--- src/verilog/jpd_pkg.sv ---
package jpd_pkg;

    localparam int JPD_DATA_W = 8;
    localparam int JPD_FRAME_W = 9;
    localparam int JPD_IR_W = 4;
    localparam int JPD_KEY_W = 64;

    // Marker characters, always sent with the parity bit set
    localparam logic [7:0] JPD_CHR_ESC = 8'hBB;
    localparam logic [7:0] JPD_CHR_NOT_READY = 8'hDB;
    localparam logic [7:0] JPD_CHR_NO_TX = 8'hEB;
    localparam logic JPD_MARK_PAR = 1'h1;

    // Instruction codes; the communication-select code is arbitrary
    localparam logic [3:0] JPD_IR_COMM_SEL = 4'h7;
    localparam logic [3:0] JPD_IR_BYPASS = 4'hF;
    localparam logic [3:0] JPD_IR_CAPTURE = 4'h1;

    localparam logic [63:0] JPD_UNLOCK_KEY = 64'h1289AB45CDD888FF;
    localparam logic [2:0] JPD_KEY_LAST = 3'h7;

    typedef enum logic [3:0] {
        JPD_TLR = 4'b0000,
        JPD_RTI = 4'b0001,
        JPD_SEL_DR = 4'b0010,
        JPD_CAP_DR = 4'b0011,
        JPD_SH_DR = 4'b0100,
        JPD_EX1_DR = 4'b0101,
        JPD_PA_DR = 4'b0110,
        JPD_EX2_DR = 4'b0111,
        JPD_UP_DR = 4'b1000,
        JPD_SEL_IR = 4'b1001,
        JPD_CAP_IR = 4'b1010,
        JPD_SH_IR = 4'b1011,
        JPD_EX1_IR = 4'b1100,
        JPD_PA_IR = 4'b1101,
        JPD_EX2_IR = 4'b1110,
        JPD_UP_IR = 4'b1111
    } jpd_tap_t;

    typedef enum logic [1:0] {
        JPD_MODE_OFF = 2'b00,
        JPD_MODE_SCAN = 2'b01,
        JPD_MODE_TW = 2'b10
    } jpd_mode_t;

    typedef struct packed {
        logic parity;
        logic [7:0] data;
    } jpd_frame_t;

    typedef struct packed {
        logic par_err;
        logic frame_err;
        logic escape;
        logic collision;
    } jpd_exc_t;

endpackage

--- src/verilog/jpd_sync.sv ---
module jpd_sync #(
    parameter int W = 1
) (
    input wire logic clk,
    input wire logic rst_n,
    input wire logic [W-1:0] d,
    output logic [W-1:0] q
);
    logic [W-1:0] meta_r;

    // The first stage feeds only the second stage
    always_ff @(posedge clk or negedge rst_n) begin
        if (!rst_n) begin
            meta_r <= '0;
            q <= '0;
        end else begin
            meta_r <= d;
            q <= meta_r;
        end
    end
endmodule

--- src/verilog/jpd_bridge.sv ---
module jpd_bridge (
    input wire logic ref_clk,
    input wire logic resetn,
    input wire logic tck,
    input wire logic tms,
    input wire logic tdi,
    output logic tdo,
    output logic tdo_oe,
    input wire logic two_wire_en,
    input wire logic scan_en,
    input jpd_pkg::jpd_exc_t tw_exc,
    input wire logic ctl_set_tx,
    input wire logic ctl_set_rx,
    input wire logic tx_req,
    input wire logic [7:0] tx_byte,
    output logic tx_ack,
    output logic rx_valid,
    output logic [7:0] rx_byte,
    output logic par_err,
    output logic esc_det,
    output logic exc_pulse,
    output logic tx_mode,
    output logic err_state,
    output logic clk_sel_tw,
    output logic scan_mode,
    output logic ctrl_init,
    input wire logic key_stb,
    input wire logic [7:0] key_byte,
    input wire logic prog_mode,
    input wire logic nvm_ctrl_en,
    input wire logic bus_req,
    output logic unlocked,
    output logic nvm_grant,
    output logic bus_req_out
);
    import jpd_pkg::*;

    logic rstn;
    logic [2:0] pin_s;
    logic tck_s, tms_s, tdi_s;
    logic tck_d_r;
    logic tck_rise, tck_fall;
    jpd_tap_t tap_r, tap_nxt;
    logic [3:0] ir_sr_r, ir_r;
    logic comm_sel;
    jpd_frame_t sr_r;
    logic byp_r;
    jpd_mode_t mode_r, mode_nxt;
    logic mode_chg;
    logic cap_fire, upd_fire;
    logic frame_perr, frame_esc;
    logic scan_act, tw_act;
    logic sc_esc, sc_exc, tw_esc, tw_exc_hit, esc_any;
    logic tx_mode_r, err_r;
    logic [63:0] key_sr_r;
    logic [63:0] key_nxt;
    logic [2:0] key_cnt_r;
    logic unlocked_r;

    jpd_sync #(.W(1)) u_rst_sync (
        .clk(ref_clk),
        .rst_n(resetn),
        .d(1'b1),
        .q(rstn)
    );

    // Scan pins are asynchronous to ref_clk; TCK is oversampled
    jpd_sync #(.W(3)) u_pin_sync (
        .clk(ref_clk),
        .rst_n(rstn),
        .d({tck, tms, tdi}),
        .q(pin_s)
    );

    assign tck_s = pin_s[2];
    assign tms_s = pin_s[1];
    assign tdi_s = pin_s[0];

    always_ff @(posedge ref_clk or negedge rstn) begin
        if (!rstn) begin
            tck_d_r <= 1'b0;
        end else begin
            tck_d_r <= tck_s;
        end
    end

    assign tck_rise = tck_s && !tck_d_r;
    assign tck_fall = !tck_s && tck_d_r;

    always_comb begin
        case (tap_r)
            JPD_TLR: tap_nxt = tms_s ? JPD_TLR : JPD_RTI;
            JPD_RTI: tap_nxt = tms_s ? JPD_SEL_DR : JPD_RTI;
            JPD_SEL_DR: tap_nxt = tms_s ? JPD_SEL_IR : JPD_CAP_DR;
            JPD_CAP_DR: tap_nxt = tms_s ? JPD_EX1_DR : JPD_SH_DR;
            JPD_SH_DR: tap_nxt = tms_s ? JPD_EX1_DR : JPD_SH_DR;
            JPD_EX1_DR: tap_nxt = tms_s ? JPD_UP_DR : JPD_PA_DR;
            JPD_PA_DR: tap_nxt = tms_s ? JPD_EX2_DR : JPD_PA_DR;
            JPD_EX2_DR: tap_nxt = tms_s ? JPD_UP_DR : JPD_SH_DR;
            JPD_UP_DR: tap_nxt = tms_s ? JPD_SEL_DR : JPD_RTI;
            JPD_SEL_IR: tap_nxt = tms_s ? JPD_TLR : JPD_CAP_IR;
            JPD_CAP_IR: tap_nxt = tms_s ? JPD_EX1_IR : JPD_SH_IR;
            JPD_SH_IR: tap_nxt = tms_s ? JPD_EX1_IR : JPD_SH_IR;
            JPD_EX1_IR: tap_nxt = tms_s ? JPD_UP_IR : JPD_PA_IR;
            JPD_PA_IR: tap_nxt = tms_s ? JPD_EX2_IR : JPD_PA_IR;
            JPD_EX2_IR: tap_nxt = tms_s ? JPD_UP_IR : JPD_SH_IR;
            JPD_UP_IR: tap_nxt = tms_s ? JPD_SEL_DR : JPD_RTI;
            default: tap_nxt = JPD_TLR;
        endcase
    end

    // TMS and TDI are taken on the rising edge of TCK
    always_ff @(posedge ref_clk or negedge rstn) begin
        if (!rstn) begin
            tap_r <= JPD_TLR;
        end else if (tck_rise) begin
            tap_r <= tap_nxt;
        end
    end

    always_ff @(posedge ref_clk or negedge rstn) begin
        if (!rstn) begin
            ir_sr_r <= JPD_IR_CAPTURE;
            ir_r <= JPD_IR_BYPASS;
        end else if (tck_rise) begin
            case (tap_r)
                JPD_TLR: ir_r <= JPD_IR_BYPASS;
                JPD_CAP_IR: ir_sr_r <= JPD_IR_CAPTURE;
                JPD_SH_IR: ir_sr_r <= {tdi_s, ir_sr_r[3:1]};
                JPD_UP_IR: ir_r <= ir_sr_r;
                default: ir_r <= ir_r;
            endcase
        end
    end

    assign comm_sel = (ir_r == JPD_IR_COMM_SEL);
    assign cap_fire = tck_rise && (tap_r == JPD_CAP_DR) && comm_sel;
    assign upd_fire = tck_rise && (tap_r == JPD_UP_DR) && comm_sel;
    assign scan_act = (mode_r == JPD_MODE_SCAN);
    assign tw_act = (mode_r == JPD_MODE_TW);

    // Even parity: the parity bit equals the XOR of the data bits
    assign frame_perr = (^sr_r.data) ^ sr_r.parity;
    assign frame_esc = frame_perr && (sr_r.data == JPD_CHR_ESC);
    assign sc_esc = scan_act && upd_fire && frame_esc;
    assign sc_exc = scan_act && upd_fire && frame_perr;
    assign tw_esc = tw_act && tw_exc.escape;
    assign tw_exc_hit = tw_act && (tx_mode_r ? tw_exc.collision
                                   : (tw_exc.par_err || tw_exc.frame_err));
    assign esc_any = sc_esc || tw_esc;

    // Nine-bit data register, LSB of the byte first, parity last
    always_ff @(posedge ref_clk or negedge rstn) begin
        if (!rstn) begin
            sr_r <= '0;
            byp_r <= 1'b0;
        end else if (tck_rise) begin
            if (cap_fire) begin
                if (!tx_mode_r) begin
                    sr_r <= {JPD_MARK_PAR, JPD_CHR_NO_TX};
                end else if (tx_req) begin
                    sr_r <= {^tx_byte, tx_byte};
                end else begin
                    sr_r <= {JPD_MARK_PAR, JPD_CHR_NOT_READY};
                end
            end else if (tap_r == JPD_SH_DR) begin
                if (comm_sel) begin
                    sr_r <= {tdi_s, sr_r[8:1]};
                end else begin
                    byp_r <= tdi_s;
                end
            end else if (tap_r == JPD_CAP_DR) begin
                byp_r <= 1'b0;
            end
        end
    end

    // Outputs move only on the falling edge of TCK
    always_ff @(posedge ref_clk or negedge rstn) begin
        if (!rstn) begin
            tdo <= 1'b0;
            tdo_oe <= 1'b0;
        end else if (tck_fall) begin
            tdo_oe <= (tap_r == JPD_SH_DR) || (tap_r == JPD_SH_IR);
            if (tap_r == JPD_SH_IR) begin
                tdo <= ir_sr_r[0];
            end else if (comm_sel) begin
                tdo <= sr_r[0];
            end else begin
                tdo <= byp_r;
            end
        end
    end

    // Two-wire mode always wins over the scan port
    always_comb begin
        if (two_wire_en) begin
            mode_nxt = JPD_MODE_TW;
        end else if (scan_en && (scan_act || comm_sel)) begin
            mode_nxt = JPD_MODE_SCAN;
        end else begin
            mode_nxt = JPD_MODE_OFF;
        end
    end

    assign mode_chg = (mode_nxt != mode_r);
    always_ff @(posedge ref_clk or negedge rstn) begin
        if (!rstn) begin
            mode_r <= JPD_MODE_OFF;
            ctrl_init <= 1'b0;
        end else begin
            mode_r <= mode_nxt;
            ctrl_init <= mode_chg && (mode_nxt != JPD_MODE_OFF);
        end
    end

    assign clk_sel_tw = (mode_r == JPD_MODE_TW);
    assign scan_mode = scan_act;
    // Direction and error state; escape outranks every event but a mode change
    always_ff @(posedge ref_clk or negedge rstn) begin
        if (!rstn) begin
            tx_mode_r <= 1'b0;
            err_r <= 1'b0;
        end else if (mode_chg) begin
            tx_mode_r <= 1'b0;
            err_r <= 1'b0;
        end else if (esc_any) begin
            tx_mode_r <= 1'b0;
            err_r <= 1'b0;
        end else if (sc_exc || tw_exc_hit) begin
            tx_mode_r <= 1'b0;
            err_r <= 1'b1;
        end else if (!err_r) begin
            if (ctl_set_tx) begin
                tx_mode_r <= 1'b1;
            end else if (ctl_set_rx) begin
                tx_mode_r <= 1'b0;
            end
        end
    end

    assign tx_mode = tx_mode_r;
    assign err_state = err_r;

    // Frames reach the controller only at Update-DR
    always_ff @(posedge ref_clk or negedge rstn) begin
        if (!rstn) begin
            rx_valid <= 1'b0;
            rx_byte <= '0;
            par_err <= 1'b0;
            esc_det <= 1'b0;
            exc_pulse <= 1'b0;
            tx_ack <= 1'b0;
        end else begin
            rx_valid <= scan_act && upd_fire && !tx_mode_r && !err_r
                        && !frame_perr;
            if (upd_fire && scan_act) begin
                rx_byte <= sr_r.data;
            end
            par_err <= sc_exc;
            esc_det <= esc_any;
            exc_pulse <= !mode_chg && !esc_any && (sc_exc || tw_exc_hit);
            tx_ack <= cap_fire && scan_act && tx_mode_r && tx_req;
        end
    end

    // Key bytes arrive least significant byte first
    assign key_nxt = {key_byte, key_sr_r[63:8]};

    always_ff @(posedge ref_clk or negedge rstn) begin
        if (!rstn) begin
            key_sr_r <= '0;
            key_cnt_r <= '0;
            unlocked_r <= 1'b0;
        end else if (mode_chg || esc_any) begin
            key_cnt_r <= '0;
            unlocked_r <= 1'b0;
        end else if (key_stb && !err_r) begin
            key_sr_r <= key_nxt;
            key_cnt_r <= key_cnt_r + 3'h1;
            if (key_cnt_r == JPD_KEY_LAST) begin
                unlocked_r <= (key_nxt == JPD_UNLOCK_KEY);
            end
        end
    end

    assign unlocked = unlocked_r;
    assign nvm_grant = unlocked_r && prog_mode && nvm_ctrl_en
                       && !err_r;
    // A stalled controller must not touch the bus while in error
    assign bus_req_out = bus_req && !err_r
                         && (mode_r != JPD_MODE_OFF);
endmodule

--- config.mk ---
export PLATFORM = sky130hd
export DESIGN_NAME = jpd_bridge
export DESIGN_NICKNAME = d
export VERILOG_FILES = /design/src/verilog/jpd_pkg.sv /design/src/verilog/jpd_sync.sv /design/src/verilog/jpd_bridge.sv
export SDC_FILE = /design/constraint.sdc
export NUM_CORES = 1
export LEC_CHECK = 0
export ABC_AREA = 1
export BUFFER_PORTS_ARGS = -buffer_cell sky130_fd_sc_hd__clkbuf_2
export CAP_MARGIN = 20
export CORE_AREA = 4 4 89 133
export DETAILED_ROUTE_END_ITERATION = 12
export DIE_AREA = 0 0 93 137
export GPL_TIMING_DRIVEN = 0
export PLACE_DENSITY = 0.66
export SYNTH_ARGS = -nofsm -noshare
export SYNTH_HDL_FRONTEND = slang
export SYNTH_SLANG_ARGS = --single-unit
--- constraint.sdc ---
create_clock -name ref_clk -period 4.5 [get_ports ref_clk]
set_input_delay 0.9 -clock ref_clk [delete_from_list [all_inputs] [get_ports ref_clk]]
set_output_delay 0.9 -clock ref_clk [all_outputs]
set_load 0.02 [all_outputs]
# Yosys cells after proc, flatten, opt, wreduce, memory -nomap -nowiden

Cells that the tools add are included.

Input bits: 34
Word-level logic and storage cells: 161
Bits in registers: 119
Output and inout bits: 23

Add/sub/neg operators: 1
Reduce and logical (&&, ||, !) cells: 65
Mux-type cells: 42
Equal/unequal tests: 24
Bitwise operators: 3

Operators by type and width:

| operator                                               | number |
|---|---|
| equality test 64 x 61 -> 1 bit (second input constant) | 1 |
| case mux 4 bit (12 select lines)                       | 1 |
| 2-to-1 mux 9 bit                                       | 5 |
| equality test 4 bit (second input constant)            | 8 |
| logical AND 1 bit                                      | 28 |
| 2-to-1 mux 1 bit                                       | 22 |
| equality test 4 x 3 -> 1 bit (second input constant)   | 5 |
| nonzero test 2 bit                                     | 9 |
| 2-to-1 mux 4 bit                                       | 4 |
| case mux 4 bit (2 select lines)                        | 2 |
| parity 8 bit                                           | 2 |
| 2-to-1 mux 3 bit                                       | 4 |
| AND reduction 2 bit                                    | 5 |
| equality test 4 x 2 -> 1 bit (second input constant)   | 2 |
| equality test 8 bit (second input constant)            | 1 |
| 2-to-1 mux 2 bit                                       | 4 |
| zero test 1 bit                                        | 7 |
| logical OR 1 bit                                       | 6 |
| nonzero test 5 bit                                     | 1 |
| equality test 4 x 1 -> 1 bit (second input constant)   | 1 |
| zero test 4 bit                                        | 1 |
| inequality test 4 x 3 -> 1 bit (second input constant) | 1 |
| AND reduction 4 bit                                    | 1 |
| OR reduction 2 bit                                     | 2 |
| 11 further kinds                                       | 12 |

# Longest topological paths before layout

Gate-level depths: netlist (run 1).

Word-level depth: 10
Depth in mapped cells: 15
Gate-level depth less buffers: 14

# By module

Synthesis (run 1) repeated with hierarchy kept, for this count alone.

Cell total of the unflattened synthesis: 614
Area total of the unflattened synthesis: 5158.7 sq um

Modules (own cells, without submodules):

| module                | cells an instance | sequential area each (sq um) | area each (sq um) | instances |
|---|---|---|---|---|
| jpd_bridge            | 606               | 2583.7                       | 4958.5            | 1 |
| jpd_sync (u_pin_sync) | 6                 | 150.1                        | 150.1             | 1 |
| jpd_sync (u_rst_sync) | 2                 | 50.0                         | 50.0              | 1 |

# Least setup slack after synthesis (run 1)

No wires, ideal clock.

Path type: input to output
Start point: input port bus_req
End point: output port bus_req_out
Data arrival time: 1283 ps
Buffers on the path: 0
Required time: 3600 ps
Cell stages on the path: 2
Setup slack: 2317 ps
Cell sequence: nand2_1 -> a21oi_1

Cells in the longest elaborated chain, start to end: 2

Ends and longest elaborated chain:

| element           | RTL line          | source |
|---|---|---|
| from (decl)       | jpd_bridge.sv:31  | `input wire logic bus_req,` |
| logical AND 1 bit | jpd_bridge.sv:291 | `assign bus_req_out = bus_req && !err_r` |
| logical AND 1 bit | jpd_bridge.sv:292 | `&& (mode_r != JPD_MODE_OFF);` |
| to (decl)         | jpd_bridge.sv:34  | `output logic bus_req_out` |

Every way passes these cells.

# Worst setup path after layout (run 1)

Same ends and word-level chain as after synthesis.

==> results of run 1 <==
[registers in the layout, summed over array words and instances, names as in the netlist, 2 cells and up]
| name | cells |
|---|---|
| ir_r | 4 |
| ir_sr_r | 4 |
| key_cnt_r | 3 |
| key_sr_r | 56 |
| mode_r | 2 |
| rx_byte | 8 |
| sr_r | 9 |
| tap_r | 4 |
| u_pin_sync.meta_r | 3 |
| u_pin_sync.q | 3 |
[final cells by class]
type,instances,area share
multi-input cells,420,0.339
clock inverters,4,0.0120
flip-flops and latches,111,0.462
inverters,64,0.0400
well taps,144,0.0299
plain buffers,21,0.0265
repair buffers,57,0.0510
clock buffers,12,0.0392
[layer usage]
metal | part of all wire | wire length (um)
met5 | 0 | 0
met4 | 0.032 | 369
met3 | 0.038 | 447
met2 | 0.52 | 6000
met1 | 0.41 | 4790
[through the flow]
step | cells | area, um^2 | utilization | hold WS (ns)
3_3_place_gp | 816 | 5690 | 0.538 | 0.333
5_1_grt | 833 | 6030 | 0.570 | 0.309
2_1_floorplan | 616 | 5230 | - | 0.331
4_1_cts | 833 | 6030 | 0.570 | 0.307
6_report | 833 | 6030 | 0.570 | 0.320
3_5_place_dp | 817 | 5730 | 0.541 | 0.336
[cells by family after synthesis]
kind of cell	synth area share
AND/OR/NAND/NOR	0.288
flip-flops	0.532
XOR/XNOR	0.0134
buffers and inverters	0.0767
AO/OA/AOI/OAI	0.0746
other	0.000717
adder cells (fa/ha/maj)	0.0143
[power by group through the flow]
stage	clock [uW]	sequential, uW	combinational (uW)
2_1_floorplan	0	1490	642
3_3_place_gp	0	1550	793
3_5_place_dp	0	1550	826
4_1_cts	860	1530	837
5_1_grt	901	1570	967
6_report	839	1530	832
[cells in the final DEF, fill, tap and decap left out, drive strengths merged, types with 5 or more instances in the layout]
| cell | count |
|---|---|
| a21oi | 14 |
| buf | 15 |
| clkbuf | 75 |
| dfrtp | 106 |
| dfstp | 5 |
| ha | 6 |
| inv | 61 |
| nand2 | 188 |
| nand3 | 80 |
| nand4 | 7 |
| nor2 | 46 |
| nor3 | 10 |
| o21ai | 37 |
| o22ai | 6 |
| xnor2 | 6 |
[path summary, 6_finish.rpt]
kind | start | slack [ns] | to | depth (start not counted)
hold / removal | resetn | 0.32 | u_rst_sync.q | 1
setup / recovery | bus_req | 2.20 | bus_req_out | 4
max in group asynchronous | u_rst_sync.q | 3.33 | ir_r[2] | 1
hold reg to reg | u_pin_sync.meta_r[0] | 0.35 | u_pin_sync.q[0] | 0
min in group ref_clk | u_pin_sync.meta_r[0] | 0.35 | u_pin_sync.q[0] | 0
setup reg to reg | sr_r[6] | 2.49 | key_sr_r[37] | 14
==> reports/summary.md, run 1 <==
The flow ran to the end, and the final reports show no timing, DRC or antenna violations. STA classifies the critical path startpoint as a primary input. In this run the most used layer during global routing was met2. The tightest min-delay check is of the in -> async type. Yosys mapped a number of flops with a built-in enable equal to 0.

The most used flip-flop cell after synthesis is sky130_fd_sc_hd__dfrtp_1. At the later pin of the worst-skew pair, clock insertion delay measures 0.35 ns. Together, buffers and inverters on the worst path number 2.

The type of element capturing the critical path is an output pin. For the register area share after synthesis, the log shows 0.532. The number of gates resized after CTS was 0. The delay of the slowest cell on the worst path came out at 0.20 ns. STA puts the critical path data arrival time at 1.40 ns.

The TritonCTS buffer count was 9. The tools report the largest net degree at the start of global routing as 59. At the end of routability-driven placement, the weighted congestion stood at 0.908. For the worst setup slack before clock tree synthesis, the log shows 2.20 ns.

The total length of routed wires was 11600 um; the slew at the pin with the worst max-slew slack was 0.702 ns. Buffers added to address setup during post-CTS repair amount to 0. For this block, the via count after detailed routing is 4247. In the post-route analysis, the smallest setup slack over all paths is 2.20 ns. The logs give 0 for the hold violation count in the final report and 2790 um^2 for the sequential cell area. The wire-length estimate of the detail-placed layout is 8630 um. The run gives 2050 um^2 as the area taken by multi-input logic gates.

The setup path with the least slack is of type in -> out. The most instantiated library cell after synthesis was sky130_fd_sc_hd__nand2_1. The I/O pin total came out at 57. The CTS root buffer was sky130_fd_sc_hd__clkbuf_16. Library cell with the largest summed area after synthesis: sky130_fd_sc_hd__dfrtp_1. The sum of overflow across all layers after global routing was 0; the starting utilization of the core area was 0.494.

The overall power came out at 3200 uW. Cell family contributing the most delay on the critical path: buffers and inverters. The die is 137 um tall. The clock arrives with 0.00946 ns of skew.

The proportion of total power due to net switching is 0.346. The minimum clock period works out to 2.30 ns. The run gives 0.0308 as the met3 capacity usage during global routing. In this run the horizontal extent of the chip is 93 um. Synthesis inferred 111 register bits.

The worst-case IR drop observed on VDD is 293 uV. The logs give 0 for the initial antenna violation count and 0.532 for the remaining max-slew budget at the tightest pin. The share of flip-flops with an asynchronous set or reset after synthesis came out at 1.00.

The top cell type's share of synthesized area was 0.507; the final count of negative-setup-slack endpoints was 0. After floorplanning, the core was sized to cover 10600 um^2. The count of nets left with antenna violations once routing finished came out at 0.

The average instance in the mapped netlist occupies 8.50 um^2. The logs give 4388 for the via count of the first global-routing pass and 0 for the number of pins exceeding their max-slew limit in the final report. In this run the power density over the cells is 531 nW/um^2.

The aggregate global-route resource usage is 0.196. The final routed wire length divided by cell count was 13.9 um; the DRC marker count from the first detailed-route iteration was 224. Setup repair after global routing left no endpoint under its margin. The number of antenna diodes in the final layout is 0. The floorplan has 46 rows. The filler cells instantiated in the layout total 995.

The first global-routing pass estimated 19900 um of wire. The number of distinct standard cells referenced by the synthesized netlist was 44; the synthesized instance count was 616. The clock transition at the registers of the reported paths came out at 0.07 ns. The part of the total power dissipated in sequential elements was 0.478. Summed over all failing endpoints, the final setup total negative slack is 0 ns.

Relative contribution of combinational cells to total power: 0.260. Counting along the longest clock path gives a buffer depth of 2. The tools report the leakage power as 0.00316 uW. The number of I/O port buffers was 56; the power spent charging and discharging nets was 1110 uW. The internal power of the cells totals 2100 uW. Cell area after synthesis: 5230 um^2. Met2 global-route usage: 0.339. TritonCTS built the clock tree. By count the netlist is led by 181 x sky130_fd_sc_hd__nand2_1, 106 x sky130_fd_sc_hd__dfrtp_1, 78 x sky130_fd_sc_hd__nand3_1, 57 x sky130_fd_sc_hd__inv_1, 39 x sky130_fd_sc_hd__nor2_1.

The H-tree was split into 3 levels. The length of the first detailed-routing pass in iterations is 6. For the warning count from the yosys run, the log shows 0.

The logs give 0 for the count of maximum capacitance violations and 435 MHz for the peak clock frequency supported by timing. After the last flow step, the layout net total stands at 724. After synthesis, the cell types taking the most area are sky130_fd_sc_hd__dfrtp_1 51%, sky130_fd_sc_hd__nand2_1 13%, sky130_fd_sc_hd__nand3_1 7.5%, sky130_fd_sc_hd__inv_1 4.1%, sky130_fd_sc_hd__o21ai_0 3.3%. The run gives 3.60 ns as the required time at the worst-slack endpoint. The most repeated library cell on the critical path was sky130_fd_sc_hd__clkbuf_2. Synthesis produced a netlist with a net count of 656.

Post-route clock period utilization: 0.510. The largest individual stage delay along the critical path comes from the cell sky130_fd_sc_hd__clkbuf_2. In the routed design, unresolved DRC markers number 0. The clock share of power is 0.262, and the clock sink count is 111.

Using the TritonRoute via totals, the vias-per-cell ratio works out to 5.10. Relative to the synthesized area, the layout overhead comes to 15.3%. Hold repair after CTS inserted 0 buffers. The largest fanout of any net on the critical path was 1. The tools report the fraction of met1 tracks used by global routing as 0.234.

The signal on the critical path passes through clkbuf_2 -> nand2_1 -> a21oi_1 -> clkbuf_2. The area enclosed by the die boundary is 12700 um^2. Share of post-route cells with drive strength above 1: 0.164.
Power figures use the tool's default switching activity.
==> run 2: changes to the inputs <==
==> constraint.sdc (replaced) <==
create_clock -name ref_clk -period 2.32 [get_ports ref_clk]
set_input_delay 0.464 -clock ref_clk [delete_from_list [all_inputs] [get_ports ref_clk]]
set_output_delay 0.464 -clock ref_clk [all_outputs]
set_load 0.02 [all_outputs]
==> run 2 against run 1 <==
First-iteration DRC count fell by 14%. Cell count rose by 0.12%. Final area rose by 0.21%. Sequential share of layout area fell by 0.096 points. Routed wire length fell by 0.48%. Global-route usage rose by 0.27 points. Clock skew fell by 0.0034 ns. Sequential power rose by 95%. Flip-flop and latch count did not move. Largest cell class unchanged. Non-clock buffer count rose by 1. Critical path depth rose by 10. Combinational power rose by 94%.
==> reports/summary.md, run 2 (synthesis results as in run 1) <==
The flow ran to the end, and the final reports show no timing, DRC or antenna violations. The flip-flop count of the largest register, all copies and words added is 56 (unchanged). The least setup slack across all paths after layout was 0.359 ns (-1.84 ns); the share of post-route cells with drive strength above 1 was 0.165 (+0.00121). The CTS root buffer was sky130_fd_sc_hd__clkbuf_16.

The clock transition at the registers of the reported paths came out at 0.07 ns (about the same). For the detailed placer's ending HPWL, the log shows 8600 um (-0.40%). The logs give 4 (-2) for the length of the first detailed-routing pass in iterations and 0 (unchanged) for the number of remaining DRC errors. The hold violation count in the final report was 0 (unchanged). The run gives 606 uV (+110%) as the worst ir drop on vdd. In the layout the commonest cells are 181 x sky130_fd_sc_hd__nand2_1, 105 x sky130_fd_sc_hd__dfrtp_1, 78 x sky130_fd_sc_hd__nand3_1. The I/O pin total was 57 (unchanged).

Leaving out fill and tap cells, the most frequent cell in the layout is sky130_fd_sc_hd__nand2_1. The worst register-to-register path begins at sr_r[6]. STA classifies the critical path endpoint as a flop.

The latest clock arrival within the worst-skew pair is 0.35 ns (about the same), and the minimum clock period is 1.96 ns. The largest clock skew in the final design is 0.00603 ns (-0.00343 ns). Final routed wire length divided by cell count: 13.9 um (-0.60%). The endpoint arrival time on the critical path is 2.25 ns (+0.85 ns), and the number of placed instances with taps included is 817 (unchanged). The tools report the clock sink count as 111 (unchanged). In this run the critical register-to-register path is captured at key_sr_r[31]. The detail-routed via count per cell is 5.16 (+1.2%). The logs give 11600 um (-0.48%) for the total length of routed wires and 72 (+22%) for the largest net degree at the start of global routing. In the final layout, the registers with the most flip-flops are key_sr_r: 56 flops, sr_r: 9 flops, rx_byte: 8 flops.

Setup repair after global routing left no endpoint under its margin. Class of the most critical hold timing path: in -> reg. The run gives 4365 (-0.52%) as the via count of the first global-routing pass. The filler-free cell count of the finished design is 834 (+0.12%), and the remaining max-slew budget at the tightest pin is 0.635 (+0.103). The worst hold slack after final layout was 0.219 ns (-0.101 ns). The number of pins exceeding their max-slew limit in the final report came out at 0 (unchanged).

The worst setup slack for register-to-register paths was 0.36 ns (-2.13 ns); the initial antenna violation count was 0 (unchanged). The slew at the pin with the worst max-slew slack works out to 0.547 ns (-0.154 ns). The post-CTS resize count is 0 (unchanged).

For the H-tree depth, the log shows 3 (unchanged). The largest fanout of any net on the critical path was 10 (+9); the number of I/O port buffers was 56 (unchanged). For the via count, the log shows 4301 (+1.3%).

The post-route clock period utilization works out to 0.845. The worst hold path stage count is 1, and the count of maximum capacitance violations is 0 (unchanged). Endpoint of the worst hold-timing path: u_pin_sync.meta_r[0]. Final count of negative-setup-slack endpoints: 0 (unchanged). The tools report the area enclosed by the die boundary as 12700 um^2 (unchanged). The required time at the worst-slack endpoint came out at 2.60 ns (-1.00 ns). The launch instance of the worst min-delay path is tdi. The placeable core region was 10600 um^2 (unchanged). For this run, the top clock speed supported by timing is 510 MHz. Number of nets at the end of the flow: 725 (+0.14%). The floorplan die height is 137 um (unchanged). Leakage power: 0.00317 uW (+0.21%). For the sum of overflow across all layers after global routing, the log shows 0 (unchanged). Largest register by flop count: key_sr_r. Worst-case clock buffer depth: 2 (unchanged). The critical path class is reg -> reg. The logs give 0.363 ns (-1.84 ns) for the worst setup slack before clock tree synthesis and 20100 um (+0.87%) for the first-pass GRT wire length. The die width was 93 um (unchanged); the cell row count was 46 (unchanged). The tools report the final antenna diode count as 0 (unchanged).

The number of cells on the worst reg-to-reg path came out at 14 (unchanged). The TritonCTS buffer count came out at 9 (unchanged). The final weighted congestion in routability-driven placement is 0.931 (+2.6%).

For the remaining number of nets flagged by the antenna check after routing, the log shows 0 (unchanged). The aggregate global-route resource usage is 0.198 (+0.00271), and the power density normalized to cell area is 1020 nW/um^2 (+93%). The DRC marker count from the first detailed-route iteration is 192 (-14%).

TritonCTS built the clock tree. The area growth from synthesis to layout came out at 15.5%. The kind of launch point of the worst setup path is a flop. The starting utilization of the core area is 0.494 (unchanged).
==> run 2: power breakdown <==
part	leakage [uW]	switching, uW	internal, uW
clock network	0.000149	672	927
registers	0.00141	472	2510
logic	0.00161	989	617
total	0.00317	2130	4050
==> run 2: final cells by class <==
type                       instances  area [um^2]
tap                              144          180
clock inverter                     2         37.5
timing repair buffer              58          318
buffer                            21          160
multi-input combinational        420         2050
inverter                          64          241
clock buffer                      14          274
fill                            1020         4540
sequential                       111         2790
==> run 2: metal layers <==
metal,part of all wire,global-route usage
met5,0,0
met4,0.028,0.0962
met3,0.034,0.0297
met2,0.53,0.351
met1,0.41,0.233
==> run 2: worst max-delay path, stage by stage, from the launching register on <==
cell and delay [ns]:
sky130_fd_sc_hd__dfrtp_1 0.38, sky130_fd_sc_hd__inv_1 0.10, sky130_fd_sc_hd__ha_1 0.25, sky130_fd_sc_hd__nand2_1 0.09, sky130_fd_sc_hd__nand2_1 0.05, sky130_fd_sc_hd__nand2_1 0.07
sky130_fd_sc_hd__nand2_1 0.05, sky130_fd_sc_hd__nand2_1 0.05, sky130_fd_sc_hd__nand2_1 0.10, sky130_fd_sc_hd__nand3_4 0.10, sky130_fd_sc_hd__nand2_4 0.07, sky130_fd_sc_hd__nor2_8 0.15
sky130_fd_sc_hd__buf_2 0.23, sky130_fd_sc_hd__nand3_1 0.12, sky130_fd_sc_hd__nand2_1 0.08
==> run 2: worst max-delay path by stage <==
stage / end / cells past startpoint / slack (ns) / startpoint
final: key_sr_r[31] / 14 / 0.36 / sr_r[6]
after global routing: key_sr_r[19] / 15 / 0.06 / sr_r[6]
after CTS: key_sr_r[37] / 14 / 0.34 / sr_r[6]
after detailed placement: key_sr_r[37] / 14 / 0.36 / sr_r[6]
after global placement: tap_r[1] / 0 / -0.18 / u_rst_sync.q
after floorplan: byp_r / 0 / 0.47 / u_rst_sync.q
==> run 2: through the flow <==
stage	area (um^2)	power, uW	utilization	TNS, ns
floorplan	5240	4140	-	0
global placement	5700	4540	0.538	-17.27
detailed placement	5730	4600	0.541	0
CTS	6050	6230	0.571	0
global route	6050	6640	0.571	0
finish	6050	6180	0.571	0
==> run 2: timing repair <==
item,in CTS,in global routing
hold buffers,1,0
setup buffers,0,0
hold endpoints to repair,2,0
